## src/rtl/chan_power_pkg.sv

```systemverilog
// constants, register map and carrier types for the channel power block
package chan_power_pkg;

  // ---------------------------------------------------------------
  // sizes and clock
  // ---------------------------------------------------------------
  localparam int NUM_CH = 8;
  localparam int NUM_GRP = 3;
  localparam int CLK_PERIOD_NS = 50;

  // ---------------------------------------------------------------
  // register indices, byte address is four times the index
  // ---------------------------------------------------------------
  localparam logic [7:0] IDX_CH_VOL_FIRST = 8'h01;
  localparam logic [7:0] IDX_CH_VOL_LAST = 8'h08;
  localparam logic [7:0] IDX_CH_MUTE = 8'h0A;
  localparam logic [7:0] IDX_CH_POWER = 8'h0D;
  localparam logic [7:0] IDX_CONFIG = 8'h0E;
  localparam logic [7:0] IDX_STATUS = 8'h0F;
  localparam logic [7:0] IDX_GRP_SEL [NUM_GRP] = '{8'h10, 8'h13, 8'h16};
  localparam logic [7:0] IDX_GRP_VOL [NUM_GRP] = '{8'h11, 8'h14, 8'h17};
  localparam logic [7:0] IDX_GRP_CTL [NUM_GRP] = '{8'h12, 8'h15, 8'h18};

  // ---------------------------------------------------------------
  // field positions and reset values
  // ---------------------------------------------------------------
  localparam int CFG_GLOBAL_PDN_BIT = 0;
  localparam int CFG_ZC_MODE_BIT = 1;
  localparam int CTL_MUTE_BIT = 1;
  localparam logic [7:0] RST_CONFIG = 8'h01;
  localparam logic [7:0] RST_CH_POWER = 8'h00;
  localparam logic [7:0] RST_GRP_SEL = 8'hFF;

  // ---------------------------------------------------------------
  // volume limits in half-dB steps
  // ---------------------------------------------------------------
  localparam logic signed [10:0] VOL_MAX = 11'sh02C;
  localparam logic signed [10:0] VOL_MIN = -11'sh0C0;

  // ---------------------------------------------------------------
  // timing
  // ---------------------------------------------------------------
  localparam int AMP_UP_NS = 1000;
  localparam int AMP_DN_NS = 1000;
  localparam int AMP_UP_CYCLES = (AMP_UP_NS + CLK_PERIOD_NS - 1) / CLK_PERIOD_NS;
  localparam int AMP_DN_CYCLES = (AMP_DN_NS + CLK_PERIOD_NS - 1) / CLK_PERIOD_NS;
  localparam logic [7:0] AMP_UP_LAST = 8'(AMP_UP_CYCLES - 1);
  localparam logic [7:0] AMP_DN_LAST = 8'(AMP_DN_CYCLES - 1);
  localparam int ZC_TIMEOUT_US = 5;
  localparam int ZC_TIMEOUT_CYCLES_DEF = ZC_TIMEOUT_US * 1000 / CLK_PERIOD_NS;
  localparam logic [1:0] HTRANS_NONSEQ = 2'h2;

  // ---------------------------------------------------------------
  // types
  // ---------------------------------------------------------------
  typedef enum logic [2:0] {CH_OFF, CH_RAMP_UP, CH_ON, CH_MUTING, CH_RAMP_DOWN} chan_state_t;

  typedef struct packed {
    logic hsel;
    logic [31:0] haddr;
    logic [1:0] htrans;
    logic hwrite;
    logic [2:0] hsize;
    logic [31:0] hwdata;
    logic hready;
  } ahb_req_t;

  typedef struct packed {
    logic hreadyout;
    logic hresp;
    logic [31:0] hrdata;
  } ahb_rsp_t;

  typedef struct packed {
    logic amp_en;
    logic mute;
    logic [9:0] vol;
  } chan_out_t;

endpackage : chan_power_pkg

```

## src/rtl/channel_power_and_group_mapping.sv

```systemverilog
// channel power sequencing, muting and group mask mapping behind an ahb-lite slave
//
// Contract
// - while reset is asserted the block stays powered down and ignores bus access.
// - after reset the bus works but amplifiers stay off until global power-down clears.
// - a channel powers up only with both global and its own power-down cleared.
// - reset clears every channel power-down flag and sets the global one.
// - channel held muted during amp power-up, then settings applied automatically.
// - a channel powers down when its own or the global power-down flag is set.
// - on power-down the channel is muted first, then the amplifier is stopped.
// - power-related mute and volume changes follow the zero-crossing change mode.
// - reset returns every register to its default value.
// - writes are accepted while global power-down is set; host loads settings then.
// - eight individual volume and mute controls, each fixed to one channel.
// - three group controls change volume or mute of many channels per write.
// - each group has a select mask; a set bit connects that channel.
// - after reset every group mask selects all channels.
// - the group mask governs both group volume and group mute.
// - channel power-down flags live in the channel power register at 0Dh.
// - the global power-down flag is bit 0 of its configuration register.
// - group masks sit at 10h, 13h and 16h.
// - effective volume is individual plus every selecting group volume.
`timescale 1ns/1ns
`default_nettype none

module channel_power_and_group_mapping
  import chan_power_pkg::*;
#(
  parameter int ZC_TIMEOUT_CYCLES = ZC_TIMEOUT_CYCLES_DEF
)
(
  input wire logic mclk,
  input wire logic rst,
  input wire ahb_req_t ahb_i,
  output ahb_rsp_t ahb_o,
  input wire logic [NUM_CH-1:0] zero_cross,
  output chan_out_t [NUM_CH-1:0] chan_o
);

  localparam int TO_W = $clog2(ZC_TIMEOUT_CYCLES + 1);
  localparam logic [TO_W-1:0] TO_LAST = TO_W'(ZC_TIMEOUT_CYCLES - 1);

  // ---------------------------------------------------------------
  // state
  // ---------------------------------------------------------------
  typedef struct packed {
    logic [7:0] ch_power;
    logic [7:0] config_r;
    logic [7:0] ch_mute;
    logic [NUM_CH-1:0][7:0] ch_vol;
    logic [NUM_GRP-1:0][7:0] grp_sel;
    logic [NUM_GRP-1:0][7:0] grp_vol;
    logic [NUM_GRP-1:0][7:0] grp_ctl;
    logic wr_pend;
    logic [7:0] wr_idx;
    logic [31:0] rdata;
    chan_state_t [NUM_CH-1:0] cst;
    logic [NUM_CH-1:0][7:0] seq_cnt;
    logic [NUM_CH-1:0][TO_W-1:0] zc_cnt;
    logic [NUM_CH-1:0] amp_on;
    logic [NUM_CH-1:0] app_mute;
    logic [NUM_CH-1:0][9:0] app_vol;
  } state_t;

  state_t q;
  state_t d;

  logic take;
  logic [9:0] eff_vol [NUM_CH];
  logic eff_mute [NUM_CH];
  logic [9:0] tgt_vol [NUM_CH];
  logic tgt_mute [NUM_CH];
  logic [NUM_CH-1:0] pdn_mask;

  function automatic logic signed [10:0] sx(input logic [7:0] v);
    sx = {{3{v[7]}}, v};
  endfunction : sx

  assign take = ahb_i.hsel && ahb_i.hready && ahb_i.htrans[1];

  // ---------------------------------------------------------------
  // per-channel mapping of individual and group controls
  // ---------------------------------------------------------------
  for (genvar ch = 0; ch < NUM_CH; ch++)
  begin : g_map
    logic signed [10:0] sum;
    logic gm;
    always_comb
    begin
      sum = sx(q.ch_vol[ch]);
      gm = q.ch_mute[ch];
      for (int g = 0; g < NUM_GRP; g++)
      begin
        if (q.grp_sel[g][ch])
        begin
          sum = sum + sx(q.grp_vol[g]);
          gm = gm | q.grp_ctl[g][CTL_MUTE_BIT];
        end
      end
      // summed before clamping so out-of-range parts may still cancel
      if (sum > VOL_MAX)
        eff_vol[ch] = VOL_MAX[9:0];
      else if (sum < VOL_MIN)
        eff_vol[ch] = VOL_MIN[9:0];
      else
        eff_vol[ch] = sum[9:0];
      eff_mute[ch] = gm;
      // anything but fully on is forced to mute
      tgt_mute[ch] = gm || (q.cst[ch] != CH_ON);
      tgt_vol[ch] = eff_vol[ch];
      pdn_mask[ch] = q.config_r[CFG_GLOBAL_PDN_BIT] | q.ch_power[ch];
    end
  end

  // ---------------------------------------------------------------
  // next state
  // ---------------------------------------------------------------
  always_comb
  begin
    logic [7:0] idx;
    logic [7:0] wv;
    logic [31:0] rd;
    logic chg;
    logic go;
    idx = ahb_i.haddr[9:2];
    wv = ahb_i.hwdata[7:0];
    rd = 32'h0000_0000;
    chg = 1'b0;
    go = 1'b0;
    d = q;
    // write data phase; accepted whatever the power state
    if (q.wr_pend)
    begin
      if (q.wr_idx >= IDX_CH_VOL_FIRST && q.wr_idx <= IDX_CH_VOL_LAST)
        d.ch_vol[3'(q.wr_idx - IDX_CH_VOL_FIRST)] = wv;
      if (q.wr_idx == IDX_CH_MUTE)
        d.ch_mute = wv;
      if (q.wr_idx == IDX_CH_POWER)
        d.ch_power = wv;
      if (q.wr_idx == IDX_CONFIG)
        d.config_r = wv;
      for (int g = 0; g < NUM_GRP; g++)
      begin
        if (q.wr_idx == IDX_GRP_SEL[g])
          d.grp_sel[g] = wv;
        if (q.wr_idx == IDX_GRP_VOL[g])
          d.grp_vol[g] = wv;
        if (q.wr_idx == IDX_GRP_CTL[g])
          d.grp_ctl[g] = wv;
      end
    end
    d.wr_pend = take && ahb_i.hwrite && (ahb_i.haddr[31:10] == 22'h00_0000);
    d.wr_idx = idx;
    // read mux works on updated values so a read right after a write sees it
    if (take && !ahb_i.hwrite && (ahb_i.haddr[31:10] == 22'h00_0000))
    begin
      if (idx >= IDX_CH_VOL_FIRST && idx <= IDX_CH_VOL_LAST)
        rd[7:0] = d.ch_vol[3'(idx - IDX_CH_VOL_FIRST)];
      if (idx == IDX_CH_MUTE)
        rd[7:0] = d.ch_mute;
      if (idx == IDX_CH_POWER)
        rd[7:0] = d.ch_power;
      if (idx == IDX_CONFIG)
        rd[7:0] = d.config_r;
      if (idx == IDX_STATUS)
      begin
        for (int c = 0; c < NUM_CH; c++)
          rd[c] = (q.cst[c] == CH_ON);
        rd[15:8] = q.amp_on;
      end
      for (int g = 0; g < NUM_GRP; g++)
      begin
        if (idx == IDX_GRP_SEL[g])
          rd[7:0] = d.grp_sel[g];
        if (idx == IDX_GRP_VOL[g])
          rd[7:0] = d.grp_vol[g];
        if (idx == IDX_GRP_CTL[g])
          rd[7:0] = d.grp_ctl[g];
      end
      d.rdata = rd;
    end
    // channel sequencers
    for (int c = 0; c < NUM_CH; c++)
    begin
      chg = (tgt_mute[c] != q.app_mute[c]) || (tgt_vol[c] != q.app_vol[c]);
      go = !q.config_r[CFG_ZC_MODE_BIT] || zero_cross[c] || (q.zc_cnt[c] == TO_LAST);
      if (chg && go)
      begin
        d.app_mute[c] = tgt_mute[c];
        d.app_vol[c] = tgt_vol[c];
        d.zc_cnt[c] = '0;
      end
      else if (chg)
        d.zc_cnt[c] = q.zc_cnt[c] + 1'b1;
      else
        d.zc_cnt[c] = '0;
      case (q.cst[c])
        CH_OFF:
        begin
          d.amp_on[c] = 1'b0;
          if (!pdn_mask[c])
          begin
            d.cst[c] = CH_RAMP_UP;
            d.seq_cnt[c] = 8'h00;
            d.amp_on[c] = 1'b1;
          end
        end
        CH_RAMP_UP:
        begin
          d.seq_cnt[c] = q.seq_cnt[c] + 8'h01;
          if (pdn_mask[c])
            d.cst[c] = CH_MUTING;
          else if (q.seq_cnt[c] == AMP_UP_LAST)
            d.cst[c] = CH_ON;
        end
        CH_ON:
        begin
          if (pdn_mask[c])
            d.cst[c] = CH_MUTING;
        end
        CH_MUTING:
        begin
          // amp keeps running until the mute has really landed
          if (q.app_mute[c])
          begin
            d.cst[c] = CH_RAMP_DOWN;
            d.seq_cnt[c] = 8'h00;
            d.amp_on[c] = 1'b0;
          end
        end
        CH_RAMP_DOWN:
        begin
          d.seq_cnt[c] = q.seq_cnt[c] + 8'h01;
          if (q.seq_cnt[c] == AMP_DN_LAST)
            d.cst[c] = CH_OFF;
        end
        default:
        begin
          d.cst[c] = CH_OFF;
          d.amp_on[c] = 1'b0;
        end
      endcase
    end
    // reset wins over everything, bus included
    if (rst)
    begin
      d = '0;
      d.config_r = RST_CONFIG;
      d.ch_power = RST_CH_POWER;
      d.grp_sel = {NUM_GRP{RST_GRP_SEL}};
      d.app_mute = '1;
    end
  end

  always_ff @(posedge mclk)
  begin
    q <= d;
  end

  // ---------------------------------------------------------------
  // outputs
  // ---------------------------------------------------------------
  assign ahb_o.hreadyout = 1'b1;
  assign ahb_o.hresp = 1'b0;
  assign ahb_o.hrdata = q.rdata;

  for (genvar ch = 0; ch < NUM_CH; ch++)
  begin : g_out
    assign chan_o[ch].amp_en = q.amp_on[ch];
    assign chan_o[ch].mute = q.app_mute[ch];
    assign chan_o[ch].vol = q.app_vol[ch];
  end

  // ---------------------------------------------------------------
  // checks
  // ---------------------------------------------------------------
  logic [NUM_CH-1:0] off_mask;
  logic [NUM_CH-1:0] up_mask;
  logic [NUM_CH-1:0] on_mask;
  logic [NUM_CH-1:0] mut_mask;
  logic [NUM_CH-1:0] dn_mask;
  logic tgt_diff0;

  always_comb
  begin
    for (int c = 0; c < NUM_CH; c++)
    begin
      off_mask[c] = (q.cst[c] == CH_OFF);
      up_mask[c] = (q.cst[c] == CH_RAMP_UP);
      on_mask[c] = (q.cst[c] == CH_ON);
      mut_mask[c] = (q.cst[c] == CH_MUTING);
      dn_mask[c] = (q.cst[c] == CH_RAMP_DOWN);
    end
    tgt_diff0 = (tgt_mute[0] != q.app_mute[0]) || (tgt_vol[0] != q.app_vol[0]);
  end
endmodule : channel_power_and_group_mapping

`default_nettype wire

```

## config.mk

```make
export PLATFORM = sky130hd
export DESIGN_NAME = channel_power_and_group_mapping
export DESIGN_NICKNAME = d
export VERILOG_FILES = /design/src/rtl/chan_power_pkg.sv /design/src/rtl/channel_power_and_group_mapping.sv
export SDC_FILE = /design/constraint.sdc
export NUM_CORES = 2
export LEC_CHECK = 0
export BUFFER_PORTS_ARGS = -buffer_cell sky130_fd_sc_hd__buf_4
export CORE_UTILIZATION = 35
export DETAILED_ROUTE_END_ITERATION = 8
export GPL_ROUTABILITY_DRIVEN = 0
export PLACE_DENSITY_LB_ADDON = 0.2
export REMOVE_ABC_BUFFERS = 1
export SYNTH_ARGS = -nofsm -noshare
export SYNTH_HDL_FRONTEND = slang
export SYNTH_SLANG_ARGS = --single-unit
```

## constraint.sdc

```tcl
create_clock -name mclk -period 8.9 [get_ports mclk]
set_clock_uncertainty 0.1 [all_clocks]
set_input_delay 0.445 -clock mclk [delete_from_list [all_inputs] [get_ports mclk]]
set_output_delay 0.445 -clock mclk [all_outputs]
set_load 0.02 [all_outputs]
```

# Word level (Yosys, flattened, before mapping)
# Index checks and enable logic that the tools add are counted.
[totals] input_bits=82 register_bits=425 out_inout_bits=130
[classes] n_bitwise=48 n_reduce_logical=116 order_cmp=23 eq_ne=137 add_sub_neg=42 mux=201
[op_table] operator="two-way mux 8 bit" count=43
[op_table] operator="two-way mux 11 bit" count=24
[op_table] operator="equality test 8 x 5 -> 1 bit, second input constant" count=26
[op_table] operator="one-hot mux 8 bit (3 select lines)" count=8
[op_table] operator="adder 11 x 8 -> 11 bit" count=16
[op_table] operator="two-way mux 10 bit" count=16
[op_table] operator="two-way mux 160 bit" count=1
[op_table] operator="two-way mux 3 bit" count=48
[op_table] operator="one-hot mux 3 bit (5 select lines)" count=8
[op_table] operator="greater-than comparator 11 x 7 -> 1 bit, second input constant" count=8
[op_table] operator="< comparator 11 x 9 -> 1 bit, second input constant" count=8
[op_table] operator="!= test 10 bit" count=8
[op_table] operator="adder 8 x 8 -> 9 bit" count=8
[op_table] operator="adder 8 x 1 -> 8 bit, second input constant" count=8
[op_table] operator="bitwise mux 64 bit" count=1
[op_table] operator="two-way mux 64 bit" count=1
[op_table] operator="adder 7 x 1 -> 7 bit, second input constant" count=8
[op_table] operator="equality test 7 bit, second input constant" count=8
[op_table] operator="equality test 8 x 4 -> 1 bit, second input constant" count=7
[op_table] operator="equality test 3 x 2 -> 1 bit, second input constant" count=16
[op_table] operator="!= test 2 bit, second input constant" count=24
[op_table] operator="!= test 3 x 2 -> 1 bit, second input constant" count=16
[op_table] operator="OR reduction 3 bit" count=16
[op_table] operator="two-way mux 1 bit" count=40
[op_table] operator="25 further kinds" count=200

# Logic depth before layout (Yosys ltp)
[depth] depth_word=24 mapped_depth=30 mapped_depth_nobuf=28

# Least setup slack after synthesis
# OpenSTA, ideal clock, no wires.
[synth_path] kind="reg-to-reg" start="reg q[306] (netlist name)" end="reg q, in the netlist chan_o[24]" arrival_ns=6.463 t_required_ns=8.684 synth_period_minus_slack_ns=6.679 slack_ns=2.221 path_buffers=1 path_stages_with_launch=29 path_cell_list="dfxtp_1 > inv_1 > fa_1 > nor2b_1 > o211a_1 > o21ai_1 > nor2b_1 > xnor2_1 > a21o_1 > ha_1 > o21a_1 > o21a_1 > o22ai_1 > mux2_2 > nor2b_1 > ha_1 > a21o_1 > or4_1 > o211ai_1 > nor3_1 > or3_1 > and3_1 > nor2_1 > mux2_2 > o41ai_1 > or4_1 > clkbuf_1 > nand2_1 > a31o_2"
[synth_between] elab_chain_len=12 word_cells_on_any_way=13 cone_classes="add/sub (3); order compare (2); eq/ne (1); mux (5); reduce/logical (2)"
[synth_lines] element="start, declared" line_no="channel_power_and_group_mapping.sv:65" rtl="state_t q;"
[synth_lines] element="start signal, assigned" line_no="channel_power_and_group_mapping.sv:257" rtl="q <= d;"
[synth_lines] element="adder 8 x 8 -> 9 bit *" line_no="channel_power_and_group_mapping.sv:96" rtl="sum = sum + sx(q.grp_vol[g]);"
[synth_lines] element="two-way mux 11 bit *" line_no="channel_power_and_group_mapping.sv:94" rtl="if (q.grp_sel[g][ch])"
[synth_lines] element="adder 11 x 8 -> 11 bit" line_no="channel_power_and_group_mapping.sv:96"
[synth_lines] element="two-way mux 11 bit *" line_no="channel_power_and_group_mapping.sv:94"
[synth_lines] element="adder 11 x 8 -> 11 bit" line_no="channel_power_and_group_mapping.sv:96"
[synth_lines] element="two-way mux 11 bit *" line_no="channel_power_and_group_mapping.sv:94"
[synth_lines] element="< comparator 11 x 9 -> 1 bit" line_no="channel_power_and_group_mapping.sv:103" rtl="else if (sum < VOL_MIN)"
[synth_lines] element="two-way mux 10 bit" line_no="channel_power_and_group_mapping.sv:103"
[synth_lines] element="two-way mux 10 bit *" line_no="channel_power_and_group_mapping.sv:101" rtl="if (sum > VOL_MAX)"
[synth_lines] element="!= test 10 bit" line_no="channel_power_and_group_mapping.sv:185" rtl="chg = (tgt_mute[c] != q.app_mute[c]) || (tgt_vol[c] != q.app_vol[c]);"
[synth_lines] element="logical OR 1 bit" line_no="channel_power_and_group_mapping.sv:185"
[synth_lines] element="logical AND 1 bit" line_no="channel_power_and_group_mapping.sv:187" rtl="if (chg && go)"
# Mark *: on every way between the ends. The rest lies on a longest branch, timed or not.
# A chain may end at the register's enable or synchronous reset.

# Worst setup path in the final report
[layout_path] start="reg q[305] (netlist name)" end="reg q, in the netlist chan_o[43]"
# The elaborated chain is that of the path after synthesis.

==> flow_metrics.py <==
metrics = {
    "outcome": {
        "status": "complete, no violations",
    },
    "timing": {
        "slew_headroom_pct": 18.5,
        "rsz0062_at_grt": "no",
        "slew_violations": 0,
        "timing.final.crit_share_pct": 90.8,
        "fin_setup_tns_ps": 0,
        "fin_crit_ps": 8080,
        "fmax_ghz": 0.124,
        "hold_viol": 0,
        "worst_slew_pin_slew_ps": 1210,
        "setup_viol": 0,
        "fin_hold_ws_ps": 69.9,
    },
    "cts": {
        "clock_latency_ps": 680,
        "cts_tree": "done",
        "cts_root_buf": "clkbuf_16",
        "post-cts-setup-buffers": 0,
        "clock-sinks": 425,
        "cts_resized": 0,
        "cts_made_buffers": 51,
        "clk_path_buf_depth": 3,
        "h-tree-depth": 2,
        "clk_pin_slew_ps": 60,
        "cts_hold_buf": 6,
    },
    "routing": {
        "vias_per_cell": 5.83,
        "final_antenna_net_count": 0,
        "drt-total-wl_microns": 127000,
        "drt_iter0_drc": 2715,
        "drt_first_pass_iters": 6,
        "vias": 36145,
        "wl_per_cell_microns": 20.4,
        "drc": 0,
    },
    "worst_hold_path": {
        "hp-class": "in2reg",
        "hold_depth": 2,
    },
    "floorplan": {
        "dieArea_sq_mm": 0.109,
        "start_util_pct": 35.5,
        "die_h_microns": 330,
        "pin_count": 212,
        "core_area_sq_mm": 0.106,
        "die_x_microns": 330,
        "num_rows": 119,
    },
    "critical_path": {
        "path_common_cell": "ha_1",
        "worst-path-stages": 26,
        "slowest_stage": "dfxtp_1",
        "critPathLaunchType": "flip-flop",
        "startpoint": "q[305]",
        "end_kind": "flip-flop",
        "cpLargestDelayFamily": "compound AO/OA/AOI/OAI gates",
        "critPathRequiredTime_ps": 9340,
        "critPathKind": "reg2reg",
        "r2r_end": "chan_o[43]",
        "worstPathArrival_ps": 8520,
        "reg2reg_depth": 26,
        "cp_num_buf_inv": 1,
        "rrSetupSlack_ps": 820,
        "crit_path_max_fanout": 11,
        "critical-path-max-stage-delay_ps": 900,
        "rr_startpoint": "q[305]",
        "endpoint": "chan_o[43]",
    },
    "power": {
        "p_sw_share_pct": 29.0,
        "combPwrFrac_pct": 13.1,
        "power.total_mw": 4.88,
        "peakVddDrop_mv": 0.145,
        "p_int_mw": 3.47,
        "seqPwrFrac_pct": 41.5,
        "switchingPower_mw": 1.42,
        "power_leakage_nw": 17.4,
        "clockPowerShare_pct": 45.4,
        "powerDensity_mw_per_mm2": 119,
    },
    "yosys": {
        "async_reset_ff_share_pct": 0,
        "yosys_register_bits": 425,
        "synth_top_cell_area_share_pct": 22.6,
        "ys.flop_type": "dfxtp_1",
        "synth_cells": 4829,
        "avgSynthCellArea_sq_um": 7.78,
        "synthDistinctLibCells": 123,
        "yosysTopAreaCell": "dfxtp_1",
        "syn-cell-area_sq_mm": 0.0376,
        "synthTopCellsByArea": "dfxtp_1 (23%), ha_1 (8.3%), mux2i_1 (5.5%)",
        "yosysWarnings": 0,
        "synth-edff-count": 0,
        "ys_seq_area_share_pct": 22.6,
    },
    "global_route": {
        "grt.total_usage_pct": 22.5,
        "met2_usage_pct": 35.3,
        "antenna_found_initial": 5,
        "use_met3_pct": 3.65,
        "grt_pass1_wl_microns": 193000,
        "grt-busiest-layer": "met2",
        "grt_max_degree": 73,
        "overflow": 0,
        "grt_pass1_vias": 32722,
        "use_met1_pct": 31.4,
    },
    "layout": {
        "drive_gt1_share_pct": 9.57,
        "area_delta_synth_final_pct": 9.00,
        "final_area_sq_mm": 0.0410,
        "final_cell_mix": "nor2_1 (531), dfxtp_1 (423), nand2_1 (409)",
        "final_common_cell": "nor2_1",
        "layout.nets": 5124,
        "fill_cells": 11003,
    },
    "place": {
        "dp_hpwl_microns": 92700,
        "placedInstanceArea_sq_mm": 0.0391,
        "portBuffers": 163,
    },
    "run": {
        "cap_violations": 0,
    },
}
==> worst reg2reg max path, delay by kind of cell, from the launching register on <==
kind	cells	cell delay [ps]
adders and majority gates	4	1460
DFF	1	900
muxes	2	520
and+or+nand+nor	5	1050
xor gates and xnor gates	2	840
AOI/OAI and AO/OA	12	3040
buffers and inverters	1	60
==> final cells by class <==
type	instances	area, sq um	share of cell area, %
Antenna cell	2	5.00	0.0122
Multi-Input combinational cell	3930	26800	65.3
Clock buffer	68	1430	3.49
Clock inverter	25	325	0.794
Timing Repair Buffer	219	1670	4.07
Inverter	141	532	1.30
Sequential cell	425	8510	20.8
Tap cell	1391	1740	4.25
==> cells in the mapped netlist (all sizes together) (79+ instances only) <==
master,number
o21ai,238
nand3,112
a31oi,79
nor2,532
a21o,80
a211oi,114
buf,174
clkbuf,175
xnor2,133
nor3,129
ha,250
a21oi,318
mux2i,206
xor2,90
nand2,409
dfxtp,425
inv,131
==> metrics by stage <==
stage | setup slack (ps) | instances | util (%)
2_1_floorplan | 2180 | 4496 | -
3_5_place_dp | 1020 | 6100 | 37.0
4_1_cts | 986 | 6199 | 38.7
5_1_grt | 299 | 6200 | 38.7
6_report | 820 | 6201 | 38.7
3_3_place_gp | 1050 | 6100 | 37.0
==> cell families (layout without fill, tap and decap cells) <==
| family | after synthesis | in the layout | synth area share (%) |
|---|---|---|---|
| adder cells (fa/ha/maj) | 274 | 274 | 9.60 |
| buffers and inverters | 490 | 453 | 6.37 |
| other | 2 | 20 | 0.0200 |
| multiplexers | 266 | 266 | 7.35 |
| AO/OA/AOI/OAI | 1396 | 1396 | 25.8 |
| flip-flops | 425 | 425 | 22.6 |
| AND/OR/NAND/NOR | 1753 | 1753 | 23.0 |
| XOR/XNOR | 223 | 223 | 5.27 |
==> metal layers <==
layer / vias to the layer above / wire length [microns] / part of all wire (%)
met5: - / 27 / 0.021
met4: 4 / 4120 / 3.3
met3: 195 / 7990 / 6.3
met2: 1018 / 55100 / 43
met1: 17179 / 59500 / 47
li1: 17749 / - / -
==> sequential cells by signal, summed over array words and instances (netlist names) <==
| register | cells |
|---|---|
| ahb_o | 16 |
| chan_o | 96 |
| q | 313 |
==> power groups by stage <==
stage	Clock, mW	Combinational, mW	Sequential [mW]
finish	2.22	0.641	2.03
global route	2.36	0.701	2.04
CTS	2.29	0.642	2.03
detailed placement	0	0.636	2.07
global placement	0	0.633	2.07
floorplan	0	0.371	2.08
==> worst min-delay path by stage <==
| stage | slack (ps) | end | startpoint |
|---|---|---|---|
| after floorplan | 310 | q[103] | q[103] |
| after global placement | 330 | q[117] | q[117] |
| after detailed placement | 330 | q[124] | q[124] |
| after CTS | 10 | q[274] | ahb_i[43] |
| after global routing | 60 | q[274] | ahb_i[43] |
| final | 70 | q[274] | ahb_i[43] |
No activity file was read; power rests on OpenSTA's default activity.
